## src/hw/sfps_map.vh

```
// Register map, field positions and timing for the secondary fuse sequencer
// Summary of operation
// [RQ1] Autonomous wake to active; burns only when programming
// [RQ2] Page 0 reg program_command_control bit 1 escapes
// [RQ3] Pointer byte 0xff sends slaves to secondary
// [RQ4] Bit 7 of wakeup_mode_select selects manual wake
// [RQ5] Bit 6 zero manual; one removes it
// [RQ6] Burn code in program_command_control burns current page
// [RQ7] Register 0xff selects the active page
// [RQ8] New pointers take effect after reset only
// [RQ9] 0xe0 and 0xe1 force slave power-up
// [RQ10] Lock field 0x2f[7:6]=1 arms page burn
// [RQ11] Host re-escapes, sets bit 6, reburns
// [RQ12] Final boot wakes from secondary fuse data
// [RQ13] Host burns all eight pages in order
// [RQ14] Host changes single bits by read-modify-write
// [RQ15] Burn outside programming or unlocked is ignored; the master page burns here without a lock
`ifndef SFPS_MAP_VH
`define SFPS_MAP_VH

// Register offsets within a page
`define SFPS_ADDR_PGM_CMD   8'h0f
`define SFPS_ADDR_WAKE_SEL  8'h10
`define SFPS_ADDR_PTR       8'h22
`define SFPS_ADDR_LOCK      8'h2f
`define SFPS_ADDR_FORCE0    8'he0
`define SFPS_ADDR_FORCE1    8'he1
`define SFPS_ADDR_PAGE      8'hff

// Page select codes
`define SFPS_PG_MASTER      8'h00
`define SFPS_PG_MONITOR     8'h01
`define SFPS_PG_INPUT       8'h02
`define SFPS_PG_OUTPUT      8'h03
`define SFPS_PG_LOOP_FIRST  8'h0a
`define SFPS_PG_LOOP_LAST   8'h0d

// Field positions and codes
`define SFPS_ESC_BIT        1
`define SFPS_BURN_MSB       7
`define SFPS_BURN_LSB       3
`define SFPS_BURN_CODE      5'h18
`define SFPS_LOCK_MSB       7
`define SFPS_LOCK_LSB       6
`define SFPS_LOCK_CODE      2'h1
`define SFPS_WAKE_MAN_BIT   7
`define SFPS_WAKE_AUTO_BIT  6

// Reset values
`define SFPS_RST_BYTE       8'h00
`define SFPS_RST_PAGE       8'h00

// Timing
`define SFPS_CLK_PERIOD_NS  5
`define SFPS_BURN_TIME_NS   100
`define SFPS_BURN_CYCLES    ((`SFPS_BURN_TIME_NS + `SFPS_CLK_PERIOD_NS - 1) / `SFPS_CLK_PERIOD_NS)

`endif

```

## src/hw/sfps_burn_timer.v

```verilog
// Fuse burn pulse timer: busy for a fixed count, then a done pulse
`timescale 1ns/1ps
module sfps_burn_timer #(
  parameter CYCLES = 20,            // Burn duration in clock cycles
  parameter W      = 8              // Counter width
) (
  input  wire clk,                  // System clock
  input  wire srst,                 // Synchronous reset, active high
  input  wire start,                // Start pulse
  output reg  busy,                 // Burn in progress
  output reg  done                  // One-cycle end of burn
);
  localparam [31:0]  LAST_FULL = CYCLES - 1;          // Start count, full width
  localparam [W-1:0] LAST      = LAST_FULL[W-1:0];    // Cut to counter width

  reg [W-1:0] cnt;                  // Remaining cycles

  // Count down; a start while busy is dropped so a pulse is never cut short
  always @(posedge clk) begin
    if (srst) begin
      busy <= 1'b0;
      done <= 1'b0;
      cnt  <= {W{1'b0}};
    end else begin
      done <= 1'b0;
      if (start && !busy) begin     // Arm
        busy <= 1'b1;
        cnt  <= LAST;
      end else if (busy) begin
        if (cnt == {W{1'b0}}) begin // Expired
          busy <= 1'b0;
          done <= 1'b1;
        end else begin
          cnt <= cnt - 1'b1;
        end
      end
    end
  end
endmodule

```

## src/hw/sfps_seq.v

```verilog
// Secondary fuse programming sequencer with paged register access
`timescale 1ns/1ps
`include "sfps_map.vh"
module sfps_seq #(
  parameter BURN_CYCLES = `SFPS_BURN_CYCLES // Burn pulse length
) (
  input  wire       CLK_SYS,        // 200 MHz system clock
  input  wire       SRST,           // Chip reset, sync, active high
  input  wire       FUSE_BLANK,     // Erase fuse model, sync, active high
  input  wire       REG_WR,         // Register write strobe
  input  wire       REG_RD,         // Register read strobe
  input  wire [7:0] REG_ADDR,       // Register offset in page
  input  wire [7:0] REG_WDATA,      // Write data
  output reg  [7:0] REG_RDATA,      // Read data
  output reg        REG_RVALID,     // Read data valid pulse
  output reg  [1:0] STATE,          // Sequencer state
  output reg        BURN_BUSY,      // Burn pulse in progress
  output reg        BURN_DONE,      // One-cycle burn complete
  output reg  [7:0] SEC_BURNED,     // Secondary bank burned per page
  output reg  [6:0] SLAVE_SEC_SEL,  // Slave fetches from secondary
  output reg  [6:0] SLAVE_FORCE_ON, // Slave forced power-up
  output reg        MANUAL_WAKE,    // Booted in manual wake mode
  output reg        SEC_BOOT        // Booted autonomously from secondary
);

  // Sequencer states
  localparam [1:0] ST_BOOT   = 2'd0; // Load fuse copies after reset
  localparam [1:0] ST_ACTIVE = 2'd1; // Normal operation
  localparam [1:0] ST_PGM    = 2'd2; // Program-command state
  localparam [1:0] ST_BURN   = 2'd3; // Burn pulse running

  reg [1:0] state;                  // Current state
  reg [7:0] page;                   // Selected page code
  reg [7:0] wake_sel;               // Wake mode register copy
  reg [7:0] fuse_ptr_reg;           // Fuse pointer register copy
  reg [7:0] force0;                 // Force register A
  reg [7:0] force1;                 // Force register B
  reg [7:0] lock_reg [0:7];         // Lock register per page
  reg [2:0] burn_idx;               // Page being burned
  reg [7:0] fuse_wake;              // Fused master wake byte
  reg [7:0] fuse_ptr;               // Fused master pointer byte
  reg [7:0] sec_burned;             // Secondary bank burned flags
  integer   i;                      // Loop index

  wire       t_busy;                // Timer running
  wire       t_done;                // Timer expired
  reg        t_start;               // Timer start pulse

  // Map a page code to {valid, index}
  function [3:0] page_index;
    input [7:0] code;
    begin
      case (code)
        `SFPS_PG_MASTER:  page_index = 4'h8;
        `SFPS_PG_MONITOR: page_index = 4'h9;
        `SFPS_PG_INPUT:   page_index = 4'ha;
        `SFPS_PG_OUTPUT:  page_index = 4'hb;
        8'h0a:            page_index = 4'hc;
        8'h0b:            page_index = 4'hd;
        8'h0c:            page_index = 4'he;
        `SFPS_PG_LOOP_LAST: page_index = 4'hf;
        default:          page_index = 4'h0; // Unknown page
      endcase
    end
  endfunction

  wire [3:0] pidx      = page_index(page);       // Decoded page
  wire       pg_valid  = pidx[3];                // Page code known
  wire [2:0] cur       = pidx[2:0];              // Page index
  wire       on_master = (page == `SFPS_PG_MASTER); // Master page
  wire       wr_ok     = REG_WR && (state != ST_BURN) && (state != ST_BOOT);
  wire       wr_pgm    = wr_ok && (REG_ADDR == `SFPS_ADDR_PGM_CMD);
  wire [7:0] cur_lock  = lock_reg[cur];          // Lock of current page
  wire       lock_ok   = (cur_lock[`SFPS_LOCK_MSB:`SFPS_LOCK_LSB]
                          == `SFPS_LOCK_CODE);   // Page armed
  wire       burn_cmd  = (REG_WDATA[`SFPS_BURN_MSB:`SFPS_BURN_LSB]
                          == `SFPS_BURN_CODE);   // Burn code seen
  // Master page carries no lock step in the sequence, so it is exempt
  wire       burn_go   = wr_pgm && burn_cmd && pg_valid &&
                         (state == ST_PGM) &&
                         (on_master || lock_ok); // RQ15
  wire       esc_go    = wr_pgm && on_master &&
                         REG_WDATA[`SFPS_ESC_BIT] &&
                         (state == ST_ACTIVE);   // RQ2
  // Manual wake needs bit 7 set and bit 6 clear
  wire       man_sel   = fuse_wake[`SFPS_WAKE_MAN_BIT] &&
                         !fuse_wake[`SFPS_WAKE_AUTO_BIT]; // RQ4 RQ5

  // Burn pulse timing lives in its own counter
  sfps_burn_timer #(
    .CYCLES (BURN_CYCLES),
    .W      (13)
  ) u_timer (
    .clk   (CLK_SYS),
    .srst  (SRST),
    .start (t_start),
    .busy  (t_busy),
    .done  (t_done)
  );

  // Control state, page select and volatile registers
  always @(posedge CLK_SYS) begin
    if (SRST) begin
      state        <= ST_BOOT;
      page         <= `SFPS_RST_PAGE;
      wake_sel     <= `SFPS_RST_BYTE;
      fuse_ptr_reg <= `SFPS_RST_BYTE;
      force0       <= `SFPS_RST_BYTE;
      force1       <= `SFPS_RST_BYTE;
      burn_idx     <= 3'd0;
      t_start      <= 1'b0;
      for (i = 0; i < 8; i = i + 1) begin
        lock_reg[i] <= `SFPS_RST_BYTE;
      end
    end else begin
      t_start <= 1'b0;
      case (state)
        ST_BOOT: begin
          // Shadow registers reload from fuse so later edits keep bits
          wake_sel     <= fuse_wake;     // RQ14
          fuse_ptr_reg <= fuse_ptr;      // RQ8
          // Manual wake lands ready for burns; otherwise run normally
          state <= man_sel ? ST_PGM : ST_ACTIVE; // RQ1 RQ12
        end
        ST_ACTIVE: begin
          if (esc_go) begin              // Escape to program state
            state <= ST_PGM;             // RQ2 RQ11
          end
        end
        ST_PGM: begin
          if (burn_go) begin             // Start burn of current page
            state    <= ST_BURN;         // RQ1 RQ6
            burn_idx <= cur;
            t_start  <= 1'b1;
          end
        end
        ST_BURN: begin
          if (t_done) begin              // Burn finished
            state <= ST_PGM;
          end
        end
        default: begin
          state <= ST_BOOT;
        end
      endcase
      // Register writes, refused while booting or burning
      if (wr_ok) begin
        case (REG_ADDR)
          `SFPS_ADDR_PAGE: begin
            page <= REG_WDATA;           // RQ7
          end
          `SFPS_ADDR_WAKE_SEL: begin
            if (on_master) begin
              wake_sel <= REG_WDATA;     // RQ4 RQ5 RQ11
            end
          end
          `SFPS_ADDR_PTR: begin
            if (on_master) begin
              fuse_ptr_reg <= REG_WDATA; // RQ3
            end
          end
          `SFPS_ADDR_FORCE0: begin
            if (on_master) begin
              force0 <= REG_WDATA;       // RQ9
            end
          end
          `SFPS_ADDR_FORCE1: begin
            if (on_master) begin
              force1 <= REG_WDATA;       // RQ9
            end
          end
          `SFPS_ADDR_LOCK: begin
            if (pg_valid) begin
              lock_reg[cur] <= REG_WDATA; // RQ10
            end
          end
          default: begin
            // Other offsets have no storage here
          end
        endcase
      end
    end
  end

  // Fuse model: survives chip reset, bits can only be blown to one
  always @(posedge CLK_SYS) begin
    if (FUSE_BLANK) begin
      fuse_wake  <= `SFPS_RST_BYTE;
      fuse_ptr   <= `SFPS_RST_BYTE;
      sec_burned <= `SFPS_RST_BYTE;
    end else if (t_done && !SRST) begin
      sec_burned[burn_idx] <= 1'b1;     // RQ6
      if (burn_idx == 3'd0) begin
        // A second master burn may only add bits, e.g. bit 6
        fuse_wake <= fuse_wake | wake_sel;     // RQ5 RQ11
        fuse_ptr  <= fuse_ptr | fuse_ptr_reg;  // RQ3
      end
    end
  end

  // Status outputs, all registered
  always @(posedge CLK_SYS) begin
    if (SRST) begin
      STATE          <= ST_BOOT;
      BURN_BUSY      <= 1'b0;
      BURN_DONE      <= 1'b0;
      SEC_BURNED     <= `SFPS_RST_BYTE;
      SLAVE_SEC_SEL  <= 7'h00;
      SLAVE_FORCE_ON <= 7'h00;
      MANUAL_WAKE    <= 1'b0;
      SEC_BOOT       <= 1'b0;
    end else begin
      STATE      <= state;
      BURN_BUSY  <= t_busy;
      BURN_DONE  <= t_done;
      SEC_BURNED <= sec_burned;
      // Force power only where both force registers set the bit
      SLAVE_FORCE_ON <= force0[6:0] & force1[6:0]; // RQ9
      if (state == ST_BOOT) begin
        // Pointer is sampled from fuse at boot, never from live register
        SLAVE_SEC_SEL <= fuse_ptr[6:0];            // RQ3 RQ8
        MANUAL_WAKE   <= man_sel;                  // RQ4 RQ5
        SEC_BOOT      <= !man_sel && (fuse_ptr[6:0] == 7'h7f); // RQ12
      end
    end
  end

  // Read port: data one cycle after the strobe
  always @(posedge CLK_SYS) begin
    if (SRST) begin
      REG_RDATA  <= 8'h00;
      REG_RVALID <= 1'b0;
    end else begin
      REG_RVALID <= REG_RD;
      if (REG_RD) begin
        case (REG_ADDR)
          `SFPS_ADDR_PGM_CMD:  REG_RDATA <= {4'h0, sec_burned[cur] & pg_valid,
                                             t_busy, state};
          `SFPS_ADDR_WAKE_SEL: REG_RDATA <= on_master ? wake_sel : 8'h00;
          `SFPS_ADDR_PTR:      REG_RDATA <= on_master ? fuse_ptr_reg : 8'h00;
          `SFPS_ADDR_FORCE0:   REG_RDATA <= on_master ? force0 : 8'h00;
          `SFPS_ADDR_FORCE1:   REG_RDATA <= on_master ? force1 : 8'h00;
          `SFPS_ADDR_LOCK:     REG_RDATA <= pg_valid ? cur_lock : 8'h00;
          `SFPS_ADDR_PAGE:     REG_RDATA <= page;
          default:             REG_RDATA <= 8'h00; // Unmapped reads zero
        endcase
      end
    end
  end

endmodule

```

## config.mk

```make
export PLATFORM = sky130hd
export DESIGN_NAME = sfps_seq
export DESIGN_NICKNAME = d
export VERILOG_FILES = /design/src/hw/sfps_burn_timer.v /design/src/hw/sfps_seq.v
export VERILOG_INCLUDE_DIRS = /design/src /design/src/hw
export SDC_FILE = /design/constraint.sdc
export NUM_CORES = 1
export LEC_CHECK = 0
export BUFFER_PORTS_ARGS = -buffer_cell sky130_fd_sc_hd__buf_4
export CAP_MARGIN = 40
export CORE_MARGIN = 5
export CORE_UTILIZATION = 44
export DETAILED_ROUTE_END_ITERATION = 12
export REMOVE_ABC_BUFFERS = 1
export SLEW_MARGIN = 25
export SYNTH_ARGS = -nofsm -noshare
export SYNTH_HDL_FRONTEND = slang
export SYNTH_SLANG_ARGS = --single-unit
```

## constraint.sdc

```tcl
create_clock -name CLK_SYS -period 2.7 [get_ports CLK_SYS]
set_input_delay 0.81 -clock CLK_SYS [delete_from_list [all_inputs] [get_ports CLK_SYS]]
set_output_delay 0.81 -clock CLK_SYS [all_outputs]
set_load 0.05 [all_outputs]
```

==> metrics.md <==
| Metric | Value |
|---|---|
| Max Cap Viol | `0` |
| RSZ-0062 raised after global routing | `no` |
| Most used cell along the critical path | `a211oi_2` |
| Max Fclk | `about 420 MHz` |
| Yosys reg bits | `190` |
| Die outline width | `between 100 and 150 um` |
| Die area | `about 22000 um^2` |
| Crit Path Class | `reg2reg` |
| First-pass GRT wire length | `~35000 um` |
| Main synth FF type | `dfxtp_1` |
| Slowest cell delay on critical path | `roughly 650 ps` |
| Largest register FFs | `64` |
| Clock-pin slew on the worst setup and hold paths | `~70 ps` |
| Largest net degree at the start of global routing | `30` |
| Post-layout min period | `2360 ps` |
| Final Util | `between 50% and 60%` |
| WP data arrival | `around 2700 ps` |
| Hold_sp | `SLAVE_SEC_SEL[6]` |
| Critical path launch point type | `flop` |
| Area of the multi-input gates | `between 3000 and 4000 um^2` |
| Mapped Cells | `between 800 and 900` |
| Cell Pwr Density | `588 nW/um^2` |
| Nets | `just over 900` |
| Synth warn | `0` |
| CTS tree | `yes` |
| Die height | `about 150 um` |
| Leak | `approximately 3.8 nW` |
| Yosys cell types | `between 60 and 70` |
| DRC | `0` |
| TritonCTS Buffers | `17` |
| Outcome | `completed` |
| EDFF count, synth | `64` |
| CTS Sinks | `190` |
| # rows | `50` |
| Final Hold Viols | `0` |
| Initial Utilization | `between 40% and 50%` |
| CP required | `about 3000 ps` |
| Iteration-0 DRC Markers | `547` |
| Worst skew pair latency | `between 400 and 500 ps` |
| Worst Hold Class | `reg2reg` |
| FF-to-FF setup slack | `about 340 ps` |
| Wire length per cell | `just under 20 um` |
| Placed Cells | `1122` |
| Post-CTS setup buffers | `0` |
| Routed WL | `~22000 um` |
| Worst Max-Slew Pin Slew | `just under 600 ps` |
| Post-CTS Hold Fix Bufs | `0` |
| Cell Count, Final, Fillers Out | `around 1200` |
| CORE AREA | `between 15000 and 20000 um^2` |
| Max-slew violation total from the final report | `0` |
| Netlist area before placement | `8280 um^2` |
| Reg-to-reg startpoint | `page[4]` |
| GP Congestion | `0.920` |
| Worst-path maximum fanout | `10` |
| Area Growth Syn to Fin | `17.6%` |
| Ys async rst share | `0%` |
| Final period util | `~87%` |
| Clock Skew | `about 12 ps` |
| CP Buf/Inv Count | `0` |
| Crit. Startpoint | `page[4]` |
| CP delay by family, top | `compound AO/OA/AOI/OAI gates` |
| Final ANT Viol Nets | `0` |
| Initial antenna violation count | `0` |
| GRT Total Usage | `around a fifth` |
| Final setup violation count | `0` |
| Grt ovf | `0` |
| CTS Root Cell | `clkbuf_16` |
| Vias in the first global route | `6444` |
| Layout cells sized above 1 | `a little under a fifth` |
| Drt via density | `between 5 and 6` |
| IO Pins | `58` |
| CP Capture Type | `flop` |
| Worst VDD drop | `a little under 0.0004 V` |
| Hpwl dp | `around 16000 um` |
| Fillers | `roughly 1700` |
| Cts repair resizes | `0` |
| ANT cells | `0` |
| Vias | `approximately 6600` |
| Crit path max-delay cell type | `or4_4` |
| Average size of a mapped cell | `between 9 and 10 um^2` |
| Max clock buf depth | `2` |
| H-tree Lvls | `4` |
| Register area share after synthesis | `approximately 54%` |
| Cells along the critical path | `or4_4 > a211oi_2 > a2bb2oi_1 > a211oi_2 > o2111ai_2 > a32o_2` |
| Relative slew slack | `60.5%` |
| Area taken by flip-flops and latches | `approximately 4400 um^2` |
| Port bufs | `57` |
| TritonRoute pass-1 iters | `6` |
[worst register-to-register path: stages, from the launching register on]
cell	delay, ps
dfxtp_1	360
or4_4	650
a211oi_2	220
a2bb2oi_1	130
a211oi_2	330
o2111ai_2	230
a32o_2	330
[synthesized netlist by cell type (all sizes together) (5+ instances only)]
cell | count | area, um^2
a21oi | 58 | 294
o221ai | 8 | 70.1
xor2 | 6 | 52.6
nand2 | 67 | 254
mux2 | 11 | 124
nor2b | 16 | 100
clkbuf | 41 | 154
a31oi | 10 | 62.6
dfxtp | 126 | 2520
a211oi | 5 | 47.5
a311oi | 17 | 149
nand3 | 16 | 80.1
or2 | 7 | 43.8
a22oi | 11 | 82.6
nor3 | 17 | 95.1
edfxtp | 64 | 1920
mux2i | 41 | 410
nor2 | 113 | 427
nand4 | 7 | 50.1
and2 | 68 | 425
nor4 | 10 | 105
inv | 17 | 63.8
buf | 10 | 57.6
o21ai | 28 | 140
and3 | 10 | 62.6
[layout make-up]
| class | count | share of cell area (%) |
|---|---|---|
| flip-flops and latches | 190 | 45.7 |
| multi-input cells | 576 | 36.5 |
| repair buffers | 104 | 8.28 |
| clock buffers | 22 | 5.10 |
| well taps | 234 | 3.01 |
| clock inverters | 10 | 0.746 |
| inverters | 18 | 0.694 |
[cell usage in the layout, fill, tap and decap left out, types with 17 or more instances in the layout]
| cell type | instances |
|---|---|
| a21oi_1 | 57 |
| a311oi_1 | 17 |
| and2_1 | 68 |
| buf_4 | 102 |
| clkbuf_16 | 19 |
| dfxtp_1 | 126 |
| edfxtp_1 | 64 |
| inv_1 | 17 |
| mux2i_1 | 41 |
| nand2_1 | 66 |
| nor2_1 | 112 |
| o21ai_0 | 28 |
[through the flow]
step           instance area, um^2  hold slack [ps]  setup slack, ps  TNS, ps  power, mW
6_report                      9730              459              345        0       5.73
5_1_grt                       9730              485              236        0       5.92
4_1_cts                       9730              464              347        0       5.76
3_5_place_dp                  9160              453            -21.2     -207       3.37
3_3_place_gp                  9160              447             27.4        0       3.37
2_1_floorplan                 8070              412             -280   -11370       3.19
[power by group]
group | total (mW) | internal (mW) | switching [mW]
clock network | 2.42 | 1.33 | 1.09
logic | 0.305 | 0.0885 | 0.217
registers | 3.01 | 2.99 | 0.0171
total | 5.73 | 4.40 | 1.32
[path summary, 6_finish.rpt]
check | depth (start not counted) | to
worst max-delay path | 6 | burn_idx[0]
worst max register to register | 6 | burn_idx[0]
worst min-delay path | 2 | SLAVE_SEC_SEL[6]
worst min register to register | 2 | SLAVE_SEC_SEL[6]
[logic make-up (layout without fill, tap and decap cells)]
family	Yosys count	after routing	share of synthesized area (%)
DFF	190	190	53.7
muxes	55	55	7.27
AOI/OAI and AO/OA	157	157	12.3
adders and majority gates	3	3	0.454
and+or+nand+nor	353	353	22.0
buffers and inverters	69	154	3.37
xor gates and xnor gates	8	8	0.847
[layer usage]
metal  global-route usage, %  vias up  share of wire [%]
met5                       0        -                  0
met2                    32.2      235                 45
met1                    28.9     3163                 46
met3                    3.42       54                5.8
met4                    8.95        0                3.5
li1                        -     3117                  -
Note: power is estimated with default switching activity, not from simulation.
